File: config.mk
export PLATFORM = sky130hd
export DESIGN_NAME = msfc_top
export DESIGN_NICKNAME = d
export VERILOG_FILES = /design/src/verilog/msfc_pkg.sv /design/src/verilog/msfc_div_if.sv /design/src/verilog/msfc_rate_div.sv /design/src/verilog/msfc_top.sv
export VERILOG_INCLUDE_DIRS = /design/src /design/src/verilog
export SDC_FILE = /design/constraint.sdc
export NUM_CORES = 1
export LEC_CHECK = 0
export ABC_AREA = 1
export BUFFER_PORTS_ARGS = -buffer_cell sky130_fd_sc_hd__buf_2
export CAP_MARGIN = 30
export CORE_UTILIZATION = 52
export DETAILED_ROUTE_END_ITERATION = 8
export PLACE_DENSITY = 0.87
export SLEW_MARGIN = 15
export SYNTH_ARGS = -nofsm -noshare
export SYNTH_HDL_FRONTEND = slang
export SYNTH_SLANG_ARGS = --single-unit
File: constraint.sdc
create_clock -name i_ref_clk -period 2.8 [get_ports i_ref_clk]
set_input_delay 0.56 -clock i_ref_clk [delete_from_list [all_inputs] [get_ports i_ref_clk]]
set_output_delay 0.56 -clock i_ref_clk [all_outputs]
set_load 0.01 [all_outputs]
File: src/verilog/msfc_cfg.svh
// Purpose: Constants for the motion sensor filter configuration block
// Assumes: Byte-wide register port, 100 MHz reference clock
// Notes:   Offsets are byte addresses on the register port
`ifndef MSFC_CFG_SVH
`define MSFC_CFG_SVH
`define MSFC_ADDR_GYRO_CFG     8'h1B
`define MSFC_ADDR_ACC_CFG      8'h1C
`define MSFC_ADDR_ACC_CFG2     8'h1D
`define MSFC_ADDR_RATE_DIV     8'h19
`define MSFC_ADDR_LPF_CFG      8'h1A
`define MSFC_RST_GYRO_CFG      8'h00
`define MSFC_RST_ACC_CFG       8'h00
`define MSFC_RST_ACC_CFG2      8'h00
`define MSFC_RST_RATE_DIV      8'h00
`define MSFC_RST_LPF_CFG       8'h00
`define MSFC_GYRO_RSV_MASK     8'hFB
`define MSFC_ACC_RSV_MASK      8'hF8
`define MSFC_BASE_RATE_NS      1000000
`define MSFC_CLK_PERIOD_NS     10
`define MSFC_BASE_TICK_CYC     (`MSFC_BASE_RATE_NS / `MSFC_CLK_PERIOD_NS)
`endif

File: src/verilog/msfc_pkg.sv
// Purpose: Types for the motion sensor filter configuration block
// Assumes: None
// Notes:   Mode enumeration shared by top and divider
package msfc_pkg;
  typedef enum logic [1:0] {MSFC_MODE_GYRO, MSFC_MODE_ACC_NORMAL, MSFC_MODE_ACC_LP} msfc_mode_t;
endpackage

File: src/verilog/msfc_div_if.sv
// Purpose: Carrier between the top and the rate divider
// Assumes: Single clock
// Notes:   Top drives the settings, divider drives the sample pulse
`timescale 1ns/1ps
`default_nettype none
interface msfc_div_if;
  logic       enable;
  logic [7:0] divider;
  logic       base_tick;
  logic       sample;
  modport top (output enable, output divider, output base_tick, input sample);
  modport div (input enable, input divider, input base_tick, output sample);
endinterface
`default_nettype wire

File: src/verilog/msfc_rate_div.sv
// Purpose: Divides the internal sample tick by one plus the divider value
// Assumes: base_tick is one cycle wide
// Notes:   Passes every tick when not enabled
`timescale 1ns/1ps
`default_nettype none
module msfc_rate_div
  import msfc_pkg::*;
(
  input  wire logic i_ref_clk,
  input  wire logic i_sys_rst,
  msfc_div_if.div   bus
);
  logic [7:0] count;
  logic [7:0] next_count;
  logic       sample;
  logic       next_sample;

  // Count base ticks and fire on wrap
  always_comb
  begin
    next_count  = count;
    next_sample = 1'b0;
    if (bus.base_tick)
    begin
      if (!bus.enable || count >= bus.divider)
      begin
        next_count  = 8'h00;
        next_sample = 1'b1;
      end
      else
        next_count = count + 8'h01;
    end
  end

  // Register the counter state
  always_ff @(posedge i_ref_clk or posedge i_sys_rst)
  begin
    if (i_sys_rst)
    begin
      count  <= 8'h00;
      sample <= 1'b0;
    end
    else
    begin
      count  <= next_count;
      sample <= next_sample;
    end
  end

  assign bus.sample = sample;
endmodule
`default_nettype wire

File: src/verilog/msfc_top.sv
// Purpose: Gyro/accel range, filter and output rate configuration
// Assumes: Host writes bytes through a decoded register port
// Notes:   Unmapped reads return zero
// What this block does
// - Gyro range bits 4:3 pick 250, 500, 1000 or 2000 dps.
// - Gyro filter bits 1:0 are stored inverted; logic inverts before use.
// - Accel range bits 4:3 pick 2g, 4g, 8g or 16g.
// - Depth bits 7:6 pick 512B to 4KB; host resets FIFO after change.
// - Averaging bits 5:4 pick 4, 8, 16 or 32 samples.
// - Accel filter bit 3 inverted; one bypasses filter, ignores bandwidth.
// - Unbypassed, accel bandwidth bits 2:0 pick one of eight settings.
// - Filter output rate is divided by one plus eight-bit divider.
// - Divider applies only at 1 kHz filter path, not in bypass.
// - Low-power accel is duty-cycled, averaging configured first-stage outputs.
// - Any gyro axis on: rate follows gyro filter and low-pass setting.
// - Gyro off, accel normal: rate follows accel filter bit 3 alone.
// - Accel low power: rate also follows accel filter bit 3 alone.
// - Internal rate is 1 kHz; output is that over divider plus one while the divider is active, else 1 kHz.
`timescale 1ns/1ps
`default_nettype none
`include "msfc_cfg.svh"
module msfc_top
  import msfc_pkg::*;
#(
  parameter int BASE_TICK_CYC = `MSFC_BASE_TICK_CYC
)
(
  input  wire logic       i_ref_clk,
  input  wire logic       i_sys_rst,
  input  wire logic       i_reg_wr,
  input  wire logic [7:0] i_reg_addr,
  input  wire logic [7:0] i_reg_wdata,
  output logic      [7:0] o_reg_rdata,
  input  wire logic [2:0] i_gyro_axis_on,
  input  wire logic       i_acc_low_power,
  output logic      [1:0] o_gyro_range_sel,
  output logic      [1:0] o_gyro_fchoice,
  output logic      [1:0] o_acc_range_sel,
  output logic      [1:0] o_fifo_depth_sel,
  output logic      [5:0] o_second_decimator_avg,
  output logic            o_acc_lpf_bypass,
  output logic      [2:0] o_acc_bw_sel,
  output logic      [2:0] o_gyro_selftest_en,
  output logic      [2:0] o_acc_selftest_en,
  output logic            o_acc_duty_cycle,
  output msfc_mode_t      o_mode,
  output logic            o_rate_div_active,
  output logic            o_output_data_rate_strobe,
  output logic            o_fifo_depth_changed
);
  logic [7:0] gyro_range_filter_ctrl, next_gyro_range_filter_ctrl;
  logic [7:0] accel_range_ctrl, next_accel_range_ctrl;
  logic [7:0] accel_filter_fifo_depth_ctrl, next_accel_filter_fifo_depth_ctrl;
  logic [7:0] rate_divider, next_rate_divider;
  logic [7:0] lpf_cfg, next_lpf_cfg;
  logic [7:0] rdata, next_rdata;
  logic       depth_chg, next_depth_chg;
  logic [2:0] gyro_on_s1, gyro_on_s2;
  logic       lp_s1, lp_s2;
  logic [31:0] tick_cnt, next_tick_cnt;
  logic       tick, next_tick;
  msfc_mode_t mode;
  logic       div_en;
  logic [1:0] gyro_fchoice;
  msfc_div_if div_bus ();

  // Address decode helper
  function automatic logic hit(input logic [7:0] a, input logic [7:0] off);
    hit = (a == off);
  endfunction

  // Register writes and read mux
  always_comb
  begin
    next_gyro_range_filter_ctrl       = gyro_range_filter_ctrl;
    next_accel_range_ctrl             = accel_range_ctrl;
    next_accel_filter_fifo_depth_ctrl = accel_filter_fifo_depth_ctrl;
    next_rate_divider                 = rate_divider;
    next_lpf_cfg                      = lpf_cfg;
    next_depth_chg                    = 1'b0;
    if (i_reg_wr)
    begin
      if (hit(i_reg_addr, `MSFC_ADDR_GYRO_CFG))
        next_gyro_range_filter_ctrl = i_reg_wdata & `MSFC_GYRO_RSV_MASK;
      if (hit(i_reg_addr, `MSFC_ADDR_ACC_CFG))
        next_accel_range_ctrl = i_reg_wdata & `MSFC_ACC_RSV_MASK;
      if (hit(i_reg_addr, `MSFC_ADDR_ACC_CFG2))
      begin
        next_accel_filter_fifo_depth_ctrl = i_reg_wdata;
        next_depth_chg = (i_reg_wdata[7:6] != accel_filter_fifo_depth_ctrl[7:6]);
      end
      if (hit(i_reg_addr, `MSFC_ADDR_RATE_DIV))
        next_rate_divider = i_reg_wdata;
      if (hit(i_reg_addr, `MSFC_ADDR_LPF_CFG))
        next_lpf_cfg = i_reg_wdata;
    end
    if (hit(i_reg_addr, `MSFC_ADDR_GYRO_CFG))
      next_rdata = gyro_range_filter_ctrl;
    else if (hit(i_reg_addr, `MSFC_ADDR_ACC_CFG))
      next_rdata = accel_range_ctrl;
    else if (hit(i_reg_addr, `MSFC_ADDR_ACC_CFG2))
      next_rdata = accel_filter_fifo_depth_ctrl;
    else if (hit(i_reg_addr, `MSFC_ADDR_RATE_DIV))
      next_rdata = rate_divider;
    else if (hit(i_reg_addr, `MSFC_ADDR_LPF_CFG))
      next_rdata = lpf_cfg;
    else
      next_rdata = 8'h00;
  end

  // Register storage
  always_ff @(posedge i_ref_clk or posedge i_sys_rst)
  begin
    if (i_sys_rst)
    begin
      gyro_range_filter_ctrl       <= `MSFC_RST_GYRO_CFG;
      accel_range_ctrl             <= `MSFC_RST_ACC_CFG;
      accel_filter_fifo_depth_ctrl <= `MSFC_RST_ACC_CFG2;
      rate_divider                 <= `MSFC_RST_RATE_DIV;
      lpf_cfg                      <= `MSFC_RST_LPF_CFG;
      rdata                        <= 8'h00;
      depth_chg                    <= 1'b0;
    end
    else
    begin
      gyro_range_filter_ctrl       <= next_gyro_range_filter_ctrl;
      accel_range_ctrl             <= next_accel_range_ctrl;
      accel_filter_fifo_depth_ctrl <= next_accel_filter_fifo_depth_ctrl;
      rate_divider                 <= next_rate_divider;
      lpf_cfg                      <= next_lpf_cfg;
      rdata                        <= next_rdata;
      depth_chg                    <= next_depth_chg;
    end
  end

  // Synchronise mode pins
  always_ff @(posedge i_ref_clk or posedge i_sys_rst)
  begin
    if (i_sys_rst)
    begin
      gyro_on_s1 <= 3'h0;
      gyro_on_s2 <= 3'h0;
      lp_s1      <= 1'b0;
      lp_s2      <= 1'b0;
    end
    else
    begin
      gyro_on_s1 <= i_gyro_axis_on;
      gyro_on_s2 <= gyro_on_s1;
      lp_s1      <= i_acc_low_power;
      lp_s2      <= lp_s1;
    end
  end

  // Internal 1 kHz tick generator
  always_comb
  begin
    next_tick = 1'b0;
    next_tick_cnt = tick_cnt + 32'h1;
    if (tick_cnt >= 32'(BASE_TICK_CYC - 1))
    begin
      next_tick_cnt = 32'h0;
      next_tick = 1'b1;
    end
  end

  always_ff @(posedge i_ref_clk or posedge i_sys_rst)
  begin
    if (i_sys_rst)
    begin
      tick_cnt <= 32'h0;
      tick     <= 1'b0;
    end
    else
    begin
      tick_cnt <= next_tick_cnt;
      tick     <= next_tick;
    end
  end

  // Rate source selection and divider gating
  always_comb
  begin
    gyro_fchoice = ~gyro_range_filter_ctrl[1:0];
    if (|gyro_on_s2)
      mode = MSFC_MODE_GYRO;
    else if (lp_s2)
      mode = MSFC_MODE_ACC_LP;
    else
      mode = MSFC_MODE_ACC_NORMAL;
    unique case (mode)
      MSFC_MODE_GYRO:
        div_en = (gyro_fchoice == 2'h3) && (lpf_cfg[2:0] != 3'h0) && (lpf_cfg[2:0] != 3'h7);
      MSFC_MODE_ACC_NORMAL:
        div_en = !accel_filter_fifo_depth_ctrl[3];
      MSFC_MODE_ACC_LP:
        div_en = !accel_filter_fifo_depth_ctrl[3];
    endcase
  end

  assign div_bus.enable    = div_en;
  assign div_bus.divider   = rate_divider;
  assign div_bus.base_tick = tick;

  msfc_rate_div i_msfc_rate_div (
    .i_ref_clk (i_ref_clk),
    .i_sys_rst (i_sys_rst),
    .bus       (div_bus)
  );

  // Configuration outputs
  assign o_reg_rdata            = rdata;
  assign o_gyro_range_sel       = gyro_range_filter_ctrl[4:3];
  assign o_gyro_fchoice         = gyro_fchoice;
  assign o_acc_range_sel        = accel_range_ctrl[4:3];
  assign o_fifo_depth_sel       = accel_filter_fifo_depth_ctrl[7:6];
  assign o_fifo_depth_changed   = depth_chg;
  assign o_second_decimator_avg = 6'h04 << accel_filter_fifo_depth_ctrl[5:4];
  assign o_acc_lpf_bypass       = accel_filter_fifo_depth_ctrl[3];
  assign o_acc_bw_sel           = accel_filter_fifo_depth_ctrl[3] ? 3'h0 : accel_filter_fifo_depth_ctrl[2:0];
  assign o_gyro_selftest_en     = gyro_range_filter_ctrl[7:5];
  assign o_acc_selftest_en      = accel_range_ctrl[7:5];
  assign o_acc_duty_cycle       = (mode == MSFC_MODE_ACC_LP);
  assign o_mode                 = mode;
  assign o_rate_div_active      = div_en;
  assign o_output_data_rate_strobe = div_bus.sample;
endmodule
`default_nettype wire

==> summary.log <==
qor: setup_path.timing.critical_path.to o_rate_div_active
qor: global_routing.grt_overflow_total 0
qor: synth.synth_cell_type_count 33
qor: setup_path.category_of_the_worst_setup_path_capture_point primary output
qor: synth.async_flop_share 100%
qor: die.start_util 53.3%
qor: synth.post_synthesis_compound_gate_area_fraction 7.84%
qor: synth.synth-simple-area-share 22.9%
qor: placed_design.io_buffer_count 58
qor: synth.postSynthCellCount 495
qor: timing.setup_viol 0
qor: layout.final_cells 675
qor: die.placeableCoreArea 8180 sq um
qor: global_routing.initial_antenna_violation_count 0
qor: die.die_y 93.5 microns
qor: setup_path.worstSetupStartpoint accel_filter_fifo_depth_ctrl[3]
qor: timing.period_minus_slack 2090 ps
qor: global_routing.gr-usage-met3 4.15%
qor: power.power.ir.vdd_worst 0.407 mV
qor: route.wire_per_inst 12.8 microns
qor: die.die_width 93.5 microns
qor: route.drt_wl_total 8.63 mm
qor: layout.synthToLayoutAreaGrowth 13.4%
qor: global_routing.global_route.usage.total 21.3%
qor: synth.area_of_the_mapped_netlist 4360 sq um
qor: route.drt_first_iter_violations 156
qor: min_path.hold_path_class input pin to async pin
qor: global_routing.grt_pass1_wl 14.2 mm
qor: timing.finalMaxSlewViolations 0
qor: clock_tree.ctsLongestPathBuffers 2
qor: route.dr_drc_count 0
qor: clock_tree.post-cts-setup-buffer-count 0
qor: setup_path.worst_r2r_path_depth 8
qor: clock_tree.clkSinkCount 95
qor: placed_design.globalplace.congestion 0.926
qor: synth.ys_warn_count 0
qor: synth.yosys.area_share.xor_xnor 3.22%
qor: setup_path.worst_r2r_startpoint div_bus.divider[7]
qor: clock_tree.ctsResizeCount 0
qor: timing.timing.clock.skew 12.7 ps
qor: synth.synth_top_cell_by_area dfrtp_1
qor: timing.finalSetupTns 0 ps
qor: clock_tree.tritoncts built
qor: synth.yosys_register_bits 95
qor: setup_path.critical_path_arrival 1530 ps
qor: power.power_leakage 2.48 nW
qor: clock_tree.cts.clk_slew.worst_paths 100 ps
qor: timing.unrepaired_setup_endpoints_after_global_routing no
qor: global_routing.grt_util_met2 37.4%
qor: global_routing.grt_start_max_net_pins 39
qor: synth.synth_top_area_share 54.6%
qor: synth.post_synth_main_area_contributors dfrtp_1 55%, nand2_1 9.1%, inv_1 5.3%, nor2_1 5.3%, o21ai_0 4.6%
qor: layout.antenna_diode_count 0
qor: layout.layout.nets 598
qor: clock_tree.clock_insertion_delay_worst_skew 360 ps
qor: global_routing.first_global_vias 3246
qor: clock_tree.cts_hold_repair.buffers 0
qor: timing.worst_slack 713 ps
qor: synth.synth.yosys.seq_area_share 54.6%
qor: die.pin_count 61
qor: placed_design.dp_hpwl 6.48 mm
qor: placed_design.place.detailed.instances 659
qor: layout.post_route_cells_drive_above_1_share 16.5%
qor: synth.synth_edf_count 0
qor: run.drv_cap 0
qor: setup_path.regToRegEndpoint i_msfc_rate_div.count[0]
qor: synth.predominant_post_synthesis_flop_cell dfrtp_1
qor: clock_tree.cts_inserted_buffers 9
qor: setup_path.worst_setup_path_start_kind flip-flop
qor: route.via_per_inst 5.11
qor: route.vias 3448
qor: synth.syn_area_per_cell 8.80 sq um
qor: power.post-layout-total-power 2.50 mW
qor: timing.post-route-period-util 74.5%
qor: placed_design.worst_case_setup_slack_after_placement 788 ps
qor: setup_path.setup.reg_to_reg.worst_slack 1070 ps
qor: clock_tree.ctsHtreeMaxLevel 3
qor: synth.main_combinational_cell_family_by_area_after_synthesis simple AND/OR/NAND/NOR gates
qor: timing.worstMarginPinSlew 697 ps
qor: run_status.outcome finished, final reports clean
qor: synth.post-synth-top-count-cell nand2_1
qor: synth.synth.mux.area_fraction 0%
qor: setup_path.timing.setup.critical_path_class flip-flop to primary output
qor: route.drt_pass1_iterations 5
qor: timing.slew-limit-headroom 53.5%
qor: clock_tree.cts_root_buf clkbuf_8
qor: timing.hold_slack 295 ps
qor: timing.max_freq 479 MHz
qor: global_routing.gr-usage-met1 25.0%
qor: timing.timing.final.hold_violations 0
qor: synth.post_synth_most_frequent_cells 106 x nand2_1, 95 x dfrtp_1, 62 x inv_1, 62 x nor2_1, 40 x o21ai_0
qor: setup_path.timing.critical_path.required 2240 ps
qor: route.ant_nets 0
qor: power.power_density 506 nW/um^2
qor: setup_path.timing.critical_path.fanout_max 5
qor: die.fp-row-count 33
qor: synth.synth_adder_area_share 2.87%
qor: die.dieArea 8750 sq um
qor: global_routing.busiest_layer met2
cell families after synthesis:
kind of cell    Yosys count
simple gates            228
flops                    95
buf+inv                  82
compound gates           63
xor+xnor                 16
fa+ha+maj                10
other cells               1
registers in the layout (all words and copies together), names as in the netlist:
| signal | cells |
|---|---|
| gyro_on_s1 | 3 |
| i_msfc_rate_div.bus.sample | 1 |
| i_msfc_rate_div.count | 8 |
| div_bus.base_tick | 1 |
| lp_s2 | 1 |
| gyro_on_s2 | 3 |
| lp_s1 | 1 |
| tick_cnt | 32 |
| o_reg_rdata | 8 |
| o_fifo_depth_changed | 1 |
| accel_range_ctrl | 5 |
| accel_filter_fifo_depth_ctrl | 8 |
| lpf_cfg | 8 |
| div_bus.divider | 8 |
| gyro_range_filter_ctrl | 7 |
power by group:
part	internal [mW]	switching [mW]
sequential	1.42	0.0311
clock	0.352	0.517
combinational	0.0587	0.119
layout make-up:
cell class,instances,area (sq um)
clock inverters,7,73.8
inverters,65,248
multi-input cells,334,1670
repair buffers,60,318
clock buffers,9,124
fillers,666,3230
flip-flops and latches,95,2380
well taps,105,131
worst max-delay path, stage by stage (launching register included):
cell	delay, ps
dfrtp_1	470
inv_1	180
nand3_1	90
o21ai_1	220
buf_2	210
layout by cell type (no fill, tap or decap), drive strengths merged:
cell and n:
a21oi 11, a31oi 1, a41oi 1, buf 60, clkbuf 9, clkinv 3
clkinvlp 1, conb 17, dfrtp 95, ha 10, inv 68, nand2 110
nand3 33, nand4 5, nor2 67, nor3 10, nor4 2, o2111ai 1
o21a 3, o21ai 41, o21bai 1, o221ai 1, o22ai 3, or2 1
xnor2 5, xor2 11
worst min-delay path by stage:
stage               slack (ps)  cells past startpoint               from             to
CTS                        280                      1  i_gyro_axis_on[0]  gyro_on_s1[0]
global placement           340                      0      gyro_on_s1[1]  gyro_on_s2[1]
detailed placement         330                      0              lp_s1          lp_s2
floorplan                  330                      0      gyro_on_s1[0]  gyro_on_s2[0]
finish                     300                      2          i_sys_rst          lp_s1
global route               280                      1  i_gyro_axis_on[1]  gyro_on_s1[1]
through the flow:
stage | instance area (sq um) | util, %
floorplan | 4420 | -
global placement | 4740 | 58.0
detailed placement | 4740 | 58.0
CTS | 4940 | 60.5
global route | 4940 | 60.5
finish | 4940 | 60.5
per-layer routing:
metal	part of all wire, %	vias to the layer above
met4	2.5	0
met3	5.8	21
li1	-	1690
met5	0	-
met1	41	1626
met2	51	111
(Power assumes the default switching activity.)
